## src/core/brs_pkg.sv

```systemverilog
// package: constants for the boot rom shadow and port select glue block
package brs_pkg;
   // ***********************************************
   // clock and timing
   // ***********************************************
   localparam int unsigned CLK_HZ            = 100_000_000;
   localparam int unsigned BUS_CLK_HZ        = 2_000_000;
   localparam int unsigned BAUD_CLK_HZ       = 153_600;
   localparam int unsigned BAUD_MAX          = 9600;
   localparam int unsigned BAUD_OVERSAMPLE   = 16;
   localparam int unsigned RESET_HOLD_MS     = 470;
   localparam int unsigned RESET_MIN_MS      = 10;
   // half periods in system clocks, rounded down so no half period is too long
   localparam int unsigned BUS_CLK_HALF      = CLK_HZ / (2 * BUS_CLK_HZ);
   localparam int unsigned BAUD_CLK_HALF     = CLK_HZ / (2 * BAUD_CLK_HZ);
   localparam int unsigned CPU4_CLK_HALF     = BUS_CLK_HALF / 2;
   localparam int unsigned RESET_HOLD_CYC    = (CLK_HZ / 1000) * RESET_HOLD_MS;
   localparam int unsigned RESET_MIN_CYC     = (CLK_HZ / 1000) * RESET_MIN_MS;
   // ***********************************************
   // field layout
   // ***********************************************
   localparam int unsigned ROM_CMP_LSB       = 10;
   localparam int unsigned ROM_CMP_W         = 6;
   localparam int unsigned PORT_CMP_LSB      = 2;
   localparam int unsigned PORT_CMP_W        = 6;
   localparam int unsigned PORT_PAIR_BIT     = 1;
   localparam int unsigned CNT_W             = 26;
   localparam int unsigned DIV_W             = 10;
endpackage : brs_pkg

```

## src/core/brs_glue.sv

```systemverilog
// module: boot rom window, power-on jump latch, serial port decode, strobes and reset stretch
// Functional notes
// - bus clock output runs at 2 MHz whatever cpu clock rate is chosen
// - bus reset low asserts cpu reset and power-on clear ~470 ms, and latch set if jump enabled
// - memory write strobe is high while memory request and write are both active, unless front panel present
// - front panel present suppresses our memory write strobe
// - rom window compares a10..a15 with switches, closed is 0, masked by rom size
// - address hit is window match during a memory read
// - reset sets the jump latch only when enable switch 8 is closed
// - rom select on memory read when latch set or address hit outside shadow mode, nothing else
// - rom select disables inbound bus data buffers
// - serial select, sense-switch disable low, run or ss low also disable buffers
// - shadow mode cuts hit path; latch set selects rom for every memory read
// - memory read with address hit clears latch unless reset stretch with jump enabled sets it; only reset sets it again
// - memory writes and io cycles never select rom
// - serial decoder compares a2..a7 with six switches, closed is 0
// - serial select needs io request, a1 low and port match
// - serial controller gets 16x baud clock, 153.6 kHz for 9600 baud
`timescale 1ns/1ps
module brs_glue #(
   parameter int unsigned RESET_HOLD_CYC = brs_pkg::RESET_HOLD_CYC
) (
   input  wire logic        clk,
   input  wire logic        rst,
   input  wire logic [15:0] cpu_addr,
   input  wire logic        memory_request_n,
   input  wire logic        io_request_n,
   input  wire logic        cpu_rd_n,
   input  wire logic        cpu_wr_n,
   input  wire logic        bus_reset_n,
   input  wire logic        front_panel_present,
   input  wire logic        sense_switch_disable_n,
   input  wire logic        bus_run,
   input  wire logic        bus_ss,
   input  wire logic        reverse_channel_in,
   input  wire logic [5:0]  rom_addr_sw_closed,
   input  wire logic [5:0]  rom_size_mask,
   input  wire logic        jump_enable_sw_closed,
   input  wire logic        shadow_mode,
   input  wire logic [5:0]  port_addr_sw_closed,
   input  wire logic        cpu_clk_sel_4mhz,
   output logic             primary_bus_clock,
   output logic             cpu_clock,
   output logic             baud_clock,
   output logic             cpu_reset_n,
   output logic             power_on_clear_n,
   output logic             memory_write_strobe,
   output logic             rom_select_n,
   output logic             serial_port_select_n,
   output logic             data_in_disable,
   output logic             power_on_jump_latch,
   output logic             serial_busy
);
   // ***********************************************
   // input synchronisers: everything here arrives from pins
   // ***********************************************
   localparam int unsigned NSYNC = 16 + 12 + 18 + 1;
   logic [NSYNC-1:0] raw_in;
   logic [NSYNC-1:0] s1_ff;
   logic [NSYNC-1:0] s2_ff;
   logic [NSYNC-1:0] nxt_s1;
   logic [NSYNC-1:0] nxt_s2;
   assign raw_in = {cpu_addr, memory_request_n, io_request_n, cpu_rd_n, cpu_wr_n, bus_reset_n,
                    front_panel_present, sense_switch_disable_n, bus_run, bus_ss, reverse_channel_in,
                    jump_enable_sw_closed, shadow_mode, rom_addr_sw_closed, rom_size_mask,
                    port_addr_sw_closed, cpu_clk_sel_4mhz};
   always_comb begin
      nxt_s1 = raw_in;
      nxt_s2 = s1_ff;
   end
   always_ff @(posedge clk) begin
      if (rst) begin
         s1_ff <= '1;
         s2_ff <= '1;
      end else begin
         s1_ff <= nxt_s1;
         s2_ff <= nxt_s2;
      end
   end
   logic [15:0] a;
   logic        mreq_n;
   logic        ioreq_n;
   logic        rd_n;
   logic        wr_n;
   logic        breset_n;
   logic        fp;
   logic        sense_dis_n;
   logic        run;
   logic        ss;
   logic        busy_in;
   logic        jump_en;
   logic        shadow;
   logic        sel4;
   logic [5:0]  rom_sw;
   logic [5:0]  rom_mask;
   logic [5:0]  port_sw;
   // unpack in the same order the pins were packed above
   assign {a, mreq_n, ioreq_n, rd_n, wr_n, breset_n, fp, sense_dis_n, run, ss, busy_in,
           jump_en, shadow, rom_sw, rom_mask, port_sw, sel4} = s2_ff;

   // ***********************************************
   // reset stretch
   // ***********************************************
   // retriggers while bus reset is low, so hold never ends early
   logic [brs_pkg::CNT_W-1:0] rcnt_ff;
   logic [brs_pkg::CNT_W-1:0] nxt_rcnt;
   logic                      rst_act;
   assign rst_act = (rcnt_ff != '0);
   always_comb begin
      nxt_rcnt = rcnt_ff;
      if (!breset_n) nxt_rcnt = brs_pkg::CNT_W'(RESET_HOLD_CYC);
      else if (rcnt_ff != '0) nxt_rcnt = rcnt_ff - 1'b1;
   end

   // ***********************************************
   // decodes
   // ***********************************************
   logic mem_rd;
   logic mem_wr;
   logic win_match;
   logic addr_hit;
   logic port_match;
   logic rom_sel;
   logic port_sel;
   logic buf_dis;
   assign mem_rd     = !mreq_n && !rd_n;
   assign mem_wr     = !mreq_n && !wr_n;
   // closed switch reads as 0, so expected bit is the inverse of closed
   assign win_match  = (((a[brs_pkg::ROM_CMP_LSB +: brs_pkg::ROM_CMP_W] ^ ~rom_sw) & rom_mask) == '0);
   assign addr_hit   = win_match && mem_rd;
   assign port_match = (a[brs_pkg::PORT_CMP_LSB +: brs_pkg::PORT_CMP_W] == ~port_sw);
   assign port_sel   = !ioreq_n && !a[brs_pkg::PORT_PAIR_BIT] && port_match;
   // mem_rd excludes writes and io cycles
   assign rom_sel    = mem_rd && (power_on_jump_latch || (addr_hit && !shadow));
   assign buf_dis    = rom_sel || port_sel || !sense_dis_n || !run || !ss;

   // ***********************************************
   // power-on jump latch
   // ***********************************************
   logic nxt_jump;
   // set follows clear in program order, so reset wins a tie with a hit
   always_comb begin
      nxt_jump = power_on_jump_latch;
      if (addr_hit) nxt_jump = 1'b0;
      if (rst_act && jump_en) nxt_jump = 1'b1;
   end

   // ***********************************************
   // clock dividers
   // ***********************************************
   logic [brs_pkg::DIV_W-1:0] bdiv_ff;
   logic [brs_pkg::DIV_W-1:0] nxt_bdiv;
   logic [brs_pkg::DIV_W-1:0] cdiv_ff;
   logic [brs_pkg::DIV_W-1:0] nxt_cdiv;
   logic [brs_pkg::DIV_W-1:0] udiv_ff;
   logic [brs_pkg::DIV_W-1:0] nxt_udiv;
   logic                      nxt_bclk;
   logic                      nxt_cclk;
   logic                      nxt_uclk;
   logic [brs_pkg::DIV_W-1:0] chalf;
   assign chalf = sel4 ? brs_pkg::DIV_W'(brs_pkg::CPU4_CLK_HALF) : brs_pkg::DIV_W'(brs_pkg::BUS_CLK_HALF);
   always_comb begin
      nxt_bdiv = bdiv_ff + 1'b1;
      nxt_bclk = primary_bus_clock;
      if (bdiv_ff >= brs_pkg::DIV_W'(brs_pkg::BUS_CLK_HALF - 1)) begin
         nxt_bdiv = '0;
         nxt_bclk = !primary_bus_clock;
      end
      nxt_cdiv = cdiv_ff + 1'b1;
      nxt_cclk = cpu_clock;
      if (cdiv_ff >= chalf - 1'b1) begin
         nxt_cdiv = '0;
         nxt_cclk = !cpu_clock;
      end
      nxt_udiv = udiv_ff + 1'b1;
      nxt_uclk = baud_clock;
      if (udiv_ff >= brs_pkg::DIV_W'(brs_pkg::BAUD_CLK_HALF - 1)) begin
         nxt_udiv = '0;
         nxt_uclk = !baud_clock;
      end
   end

   // ***********************************************
   // output next values
   // ***********************************************
   // cpu reset and power-on clear share one stretch, so they never part
   logic nxt_cpu_reset_n;
   logic nxt_poc_n;
   logic nxt_wstrobe;
   logic nxt_rom_sel_n;
   logic nxt_port_sel_n;
   logic nxt_buf_dis;
   logic nxt_busy;
   always_comb begin
      nxt_cpu_reset_n = !(rst_act || !breset_n);
      nxt_poc_n       = !(rst_act || !breset_n);
      nxt_wstrobe     = mem_wr && !fp;
      nxt_rom_sel_n   = !rom_sel;
      nxt_port_sel_n  = !port_sel;
      nxt_buf_dis     = buf_dis;
      nxt_busy        = busy_in;
   end

   // ***********************************************
   // output registers
   // ***********************************************
   // outputs trail the cycle by the synchroniser and one flop; strobes span many clocks
   always_ff @(posedge clk) begin
      if (rst) begin
         rcnt_ff              <= '0;
         power_on_jump_latch  <= 1'b0;
         bdiv_ff              <= '0;
         cdiv_ff              <= '0;
         udiv_ff              <= '0;
         primary_bus_clock    <= 1'b0;
         cpu_clock            <= 1'b0;
         baud_clock           <= 1'b0;
         cpu_reset_n          <= 1'b0;
         power_on_clear_n     <= 1'b0;
         memory_write_strobe  <= 1'b0;
         rom_select_n         <= 1'b1;
         serial_port_select_n <= 1'b1;
         data_in_disable      <= 1'b1;
         serial_busy          <= 1'b0;
      end else begin
         rcnt_ff              <= nxt_rcnt;
         power_on_jump_latch  <= nxt_jump;
         bdiv_ff              <= nxt_bdiv;
         cdiv_ff              <= nxt_cdiv;
         udiv_ff              <= nxt_udiv;
         primary_bus_clock    <= nxt_bclk;
         cpu_clock            <= nxt_cclk;
         baud_clock           <= nxt_uclk;
         cpu_reset_n          <= nxt_cpu_reset_n;
         power_on_clear_n     <= nxt_poc_n;
         memory_write_strobe  <= nxt_wstrobe;
         rom_select_n         <= nxt_rom_sel_n;
         serial_port_select_n <= nxt_port_sel_n;
         data_in_disable      <= nxt_buf_dis;
         serial_busy          <= nxt_busy;
      end
   end

   // ***********************************************
   // checks
   // ***********************************************
   // every output follows its decode one clock later, hence the |=> forms
   a_wstrobe_gate: assert property (@(posedge clk) disable iff (rst)
      (mem_wr && !fp) |=> memory_write_strobe) else $error("write strobe missing");
   a_fp_suppress: assert property (@(posedge clk) disable iff (rst)
      fp |=> !memory_write_strobe) else $error("write strobe with front panel");
   a_rom_no_write: assert property (@(posedge clk) disable iff (rst)
      (!mem_rd) |=> rom_select_n) else $error("rom selected outside memory read");
   a_rom_by_latch: assert property (@(posedge clk) disable iff (rst)
      (mem_rd && power_on_jump_latch) |=> !rom_select_n) else $error("latch read missed rom");
   a_hit_selects: assert property (@(posedge clk) disable iff (rst)
      (addr_hit && !shadow) |=> !rom_select_n) else $error("window hit missed rom");
   a_shadow_cut: assert property (@(posedge clk) disable iff (rst)
      (shadow && !power_on_jump_latch) |=> rom_select_n) else $error("shadow hit selected rom");
   a_buf_on_rom: assert property (@(posedge clk) disable iff (rst)
      !rom_select_n |-> data_in_disable) else $error("buffers on during rom read");
   a_buf_on_port: assert property (@(posedge clk) disable iff (rst)
      (port_sel || !run || !ss || !sense_dis_n) |=> data_in_disable) else $error("buffers not disabled");
   a_buf_enabled: assert property (@(posedge clk) disable iff (rst)
      (!rom_sel && !port_sel && sense_dis_n && run && ss) |=> !data_in_disable) else $error("buffers off idle");
   a_hit_clears: assert property (@(posedge clk) disable iff (rst)
      (addr_hit && !(rst_act && jump_en)) |=> !power_on_jump_latch) else $error("latch not cleared");
   a_latch_no_set: assert property (@(posedge clk) disable iff (rst)
      !(rst_act && jump_en) |=> !$rose(power_on_jump_latch)) else $error("latch set without reset");
   a_reset_sets: assert property (@(posedge clk) disable iff (rst)
      (rst_act && jump_en) |=> power_on_jump_latch) else $error("reset did not set latch");
   a_reset_out: assert property (@(posedge clk) disable iff (rst)
      (!breset_n) |=> (!cpu_reset_n && !power_on_clear_n)) else $error("bus reset not passed on");
   a_stretch_load: assert property (@(posedge clk) disable iff (rst)
      (!breset_n) |=> (rcnt_ff == brs_pkg::CNT_W'(RESET_HOLD_CYC))) else $error("stretch not reloaded");
   a_stretch_hold: assert property (@(posedge clk) disable iff (rst)
      rst_act |=> !power_on_clear_n) else $error("clear released during stretch");
   a_reset_hold: assert property (@(posedge clk) disable iff (rst)
      $rose(breset_n) |=> !power_on_clear_n [*8]) else $error("reset hold too short");
   a_port_match: assert property (@(posedge clk) disable iff (rst)
      port_sel |=> !serial_port_select_n) else $error("port not selected");
   a_port_sel: assert property (@(posedge clk) disable iff (rst)
      (!ioreq_n && a[1]) |=> serial_port_select_n) else $error("port select with a1 high");
   a_port_needs_io: assert property (@(posedge clk) disable iff (rst)
      ioreq_n |=> serial_port_select_n) else $error("port select without io request");
   a_bus_clk_half: assert property (@(posedge clk) disable iff (rst)
      $rose(primary_bus_clock) |=> primary_bus_clock [*8]) else $error("bus clock half too short");
   a_bus_clk_low: assert property (@(posedge clk) disable iff (rst)
      $fell(primary_bus_clock) |=> !primary_bus_clock [*8]) else $error("bus clock low half too short");
   a_cpu_clk_half: assert property (@(posedge clk) disable iff (rst)
      $rose(cpu_clock) |=> cpu_clock [*8]) else $error("cpu clock half too short");
   a_baud_half: assert property (@(posedge clk) disable iff (rst)
      $rose(baud_clock) |=> baud_clock [*8]) else $error("baud clock half too short");
   a_busy_follow: assert property (@(posedge clk) disable iff (rst)
      busy_in |=> serial_busy) else $error("busy not passed on");
   c_rom_boot: cover property (@(posedge clk) disable iff (rst) mem_rd && power_on_jump_latch);
   c_shadow_boot: cover property (@(posedge clk) disable iff (rst) shadow && mem_rd && power_on_jump_latch);
   c_latch_clear: cover property (@(posedge clk) disable iff (rst) $fell(power_on_jump_latch));
   c_port_sel: cover property (@(posedge clk) disable iff (rst) port_sel);
   c_mem_write: cover property (@(posedge clk) disable iff (rst) memory_write_strobe);
endmodule : brs_glue

```

## config.mk

```make
export PLATFORM = sky130hd
export DESIGN_NAME = brs_glue
export DESIGN_NICKNAME = d
export VERILOG_FILES = /design/src/core/brs_pkg.sv /design/src/core/brs_glue.sv
export SDC_FILE = /design/constraint.sdc
export NUM_CORES = 1
export LEC_CHECK = 0
export BUFFER_PORTS_ARGS = -buffer_cell sky130_fd_sc_hd__buf_2
export CORE_AREA = 2 2 149 151
export CTS_CLUSTER_DIAMETER = 30
export DETAILED_ROUTE_END_ITERATION = 10
export DIE_AREA = 0 0 151 153
export MAX_ROUTING_LAYER = met4
export SYNTH_ARGS = -nofsm -noshare
export SYNTH_HDL_FRONTEND = slang
export SYNTH_SLANG_ARGS = --single-unit
export TNS_END_PERCENT = 30
```

## constraint.sdc

```tcl
create_clock -name clk -period 2.1 [get_ports clk]
set_clock_uncertainty 0.1 [all_clocks]
set_input_delay 0.315 -clock clk [delete_from_list [all_inputs] [get_ports clk]]
set_output_delay 0.315 -clock clk [all_outputs]
set_load 0.02 [all_outputs]
```

==> impl_results.md <==
- Most frequent cells in the layout: dfxtp_1, or2_2, buf_2
- Most frequent standard cell in the layout excluding fill and tap cells: dfxtp_1
- Warnings, synthesis: 0
- Total GRT Usage: a little under a tenth
- First-pass DRT Iterations: 4
- Starting density of the core: about a quarter
- Final core occ: 33.8%
- Pwr Total: 9060 uW
- Worst IR drop on VDD: 0.000603 V
- Max-Slew Margin vs Limit: 65.8%
- Number of max-cap violations: 0
- Initial antenna violation count: 0
- Layout fillers: 2,196
- Port Buf Inserts: 56
- Worst Slack Setup Final: -0.176 ns
- Post-Syn Instances: 499
- Final cell count without fillers: 935
- Clk_lat worst skew: 0.42 ns
- Critical path endpoint category: flip-flop
- Ys async rst share: 0%
- DR WL/cell: between 10 and 15 um
- Synth area leader: dfxtp_1
- Cell count after placement: roughly 860
- Arrival time worst endpoint: roughly 2.5 ns
- Final TNS setup: -2.72 ns
- # diodes: 0
- DR iter-0 viols: 134
- Critical Path Fanout Max: 7
- CTS Buf Count: 17
- Crit path buffers/inverters: 2
- Max Slew Vio Count: 0
- Via density: 3.93
- Synth top area cells: dfxtp_1, or2_2, xnor2_1
- CTS tree: yes
- Gr ovfl total: 0
- Worst endpoint required time: between 2 and 2.5 ns
- Violated checks: setup timing
- I/O pin cnt: 60
- Min Tclk post-route: 2.28 ns
- Site Rows: 54
- Post-DP HPWL: 6.26 mm
- DIE AREA: around 0.023 sq mm
- Final setup viols: 24
- Power per cell area: 1250 mW/mm^2
- Root Driver: clkbuf_16
- Number of global-route vias before repair: 3,468
- Remaining antenna violation count: 0
- Share of layout cells above drive strength 1: 37.7%
- Mean post-synth cell area: 10.5 sq um
- Leak pwr: 0.00288 uW
- CP peak stage delay: 0.59 ns
- Seq cells post-synth: 154
- Syn Std Cell Area: 0.00526 sq mm
- Top cell type's share of synthesized area: 58.6%
- Pin count of the biggest net entering global routing: 74
- Crit Path Class: reg2reg
- Die H: 153 um
- CP top delay family: simple AND/OR/NAND/NOR gates
- Main synth FF type: dfxtp_1
- Crit start category: flip-flop
- Routed via count: 3,677
- EDFF count, synth: 0
- Gpl congestion: roughly 0.83
- Multi-input logic area: around 0.0022 sq mm
- Clock transition at path regs: 0.06 ns
- H-Tree Level Count: 4
- First-pass GRT wire length: 16.1 mm
- Slowest cell on the critical path: or4_4
- Core area: 0.0215 sq mm
- Netlist cell types: 44
- Post-synthesis sequential area ratio: approximately three fifths
- Chip Width: 151 um
- Final wirelength: between 9 and 10 mm
- Worst-Margin Slew: 0.512 ns
- Fin nets: 701
- FF/Latch Area: 0.00309 sq mm
- Clock buffer depth: 2
- Fin crit share: 108%
- HP Class: in2reg
- RSZ-0062 raised after global routing: yes
- Crit-path cells: inv_2 -> ha_4 -> or3b_4 -> or4_4 -> o21ai_4 -> buf_6 -> xor2_1 -> nor2_1
- Remaining DRCs: 0
- P&R area growth vs syn: 37.9%
- CTS sink cnt: 154
- Status: finished, violations left
- Setup slack at placement: -0.219 ns
- Fmax: 0.439 GHz
- Final hold vios: 0
flip-flops by register name (all words and copies together) (netlist names):
name / flops
udiv_ff: 10
serial_port_select_n: 1
serial_busy: 1
power_on_clear_n: 1
data_in_disable: 1
power_on_jump_latch: 1
bdiv_ff: 10
cdiv_ff: 10
baud_clock: 1
rom_select_n: 1
nxt_s2: 44
primary_bus_clock: 1
rcnt_ff: 26
memory_write_strobe: 1
cpu_clock: 1
s2_ff: 44
path summary, 6_finish.rpt:
check | from | end | slack [ns] | cells past startpoint
worst max-delay path | rcnt_ff[1]$_SDFFE_PP0P_ | rcnt_ff[3]$_SDFFE_PP0P_ | -0.18 | 8
worst min-delay path | cpu_addr[13] | nxt_s2[44]$_SDFF_PP1_ | 0.03 | 2
worst max register to register | rcnt_ff[1]$_SDFFE_PP0P_ | rcnt_ff[3]$_SDFFE_PP0P_ | -0.18 | 8
worst min register to register | s2_ff[25]$_SDFF_PP1_ | memory_write_strobe$_SDFF_PP0_ | 0.30 | 1
per-stage QoR:
step	area, sq um	hold WS [ns]
finish	7260	0.0270
global route	7260	0.0120
CTS	7130	0.00339
detailed placement	6090	0.292
global placement	6090	0.290
floorplan	5310	0.274
power breakdown:
group / total [uW] / switching [uW] / internal (uW) / leakage [uW]
combinational: 2690 / 1330 / 1360 / 0.00134
clock: 2930 / 1240 / 1690 / 0.000271
sequential: 3430 / 212 / 3220 / 0.00127
total: 9060 / 2780 / 6280 / 0.00288
cell families (layout without fill, tap and decap cells):
group | after synthesis | after routing | share of synthesized area [%]
AND/OR/NAND/NOR | 216 | 216 | 23.5
flip-flops | 154 | 154 | 58.6
AO/OA/AOI/OAI | 45 | 45 | 5.85
XOR/XNOR | 41 | 41 | 6.82
buffers and inverters | 32 | 179 | 2.80
adder cells (fa/ha/maj) | 10 | 10 | 2.38
other | 1 | 10 | 0.0712
layer usage:
layer  global-route usage [%]  up-vias  part of all wire [%]
met1                     11.3     1652                    48
met3                     2.90       12                   4.1
met5                        -        -                     0
li1                         -     1936                     -
met2                     13.5       77                    47
met4                     4.85        0                   1.7
cells in the mapped netlist (8+ instances only):
cell	instances
ha_1	10
or4_1	8
xor2_1	19
nand3_1	11
nand2_1	12
a21oi_1	11
xnor2_1	22
or2_2	90
nor2_1	43
inv_1	13
nand2b_1	9
dfxtp_1	154
nor4_1	8
clkbuf_1	14
timing repair:
action,CTS,global route
hold endpoints to repair,42,1
setup buffers,2,0
pin swaps,9,19
setup endpoints to repair,26,27
gates resized for setup,10,24
hold buffers,42,1
layout make-up:
type | count | area share [%]
clock buffers | 19 | 6.10
clock inverters | 13 | 1.81
inverters | 13 | 0.672
multi-input cells | 322 | 30.5
flip-flops and latches | 154 | 42.5
well taps | 280 | 4.83
repair buffers | 134 | 13.6
No activity file was read; power rests on OpenSTA's default activity.
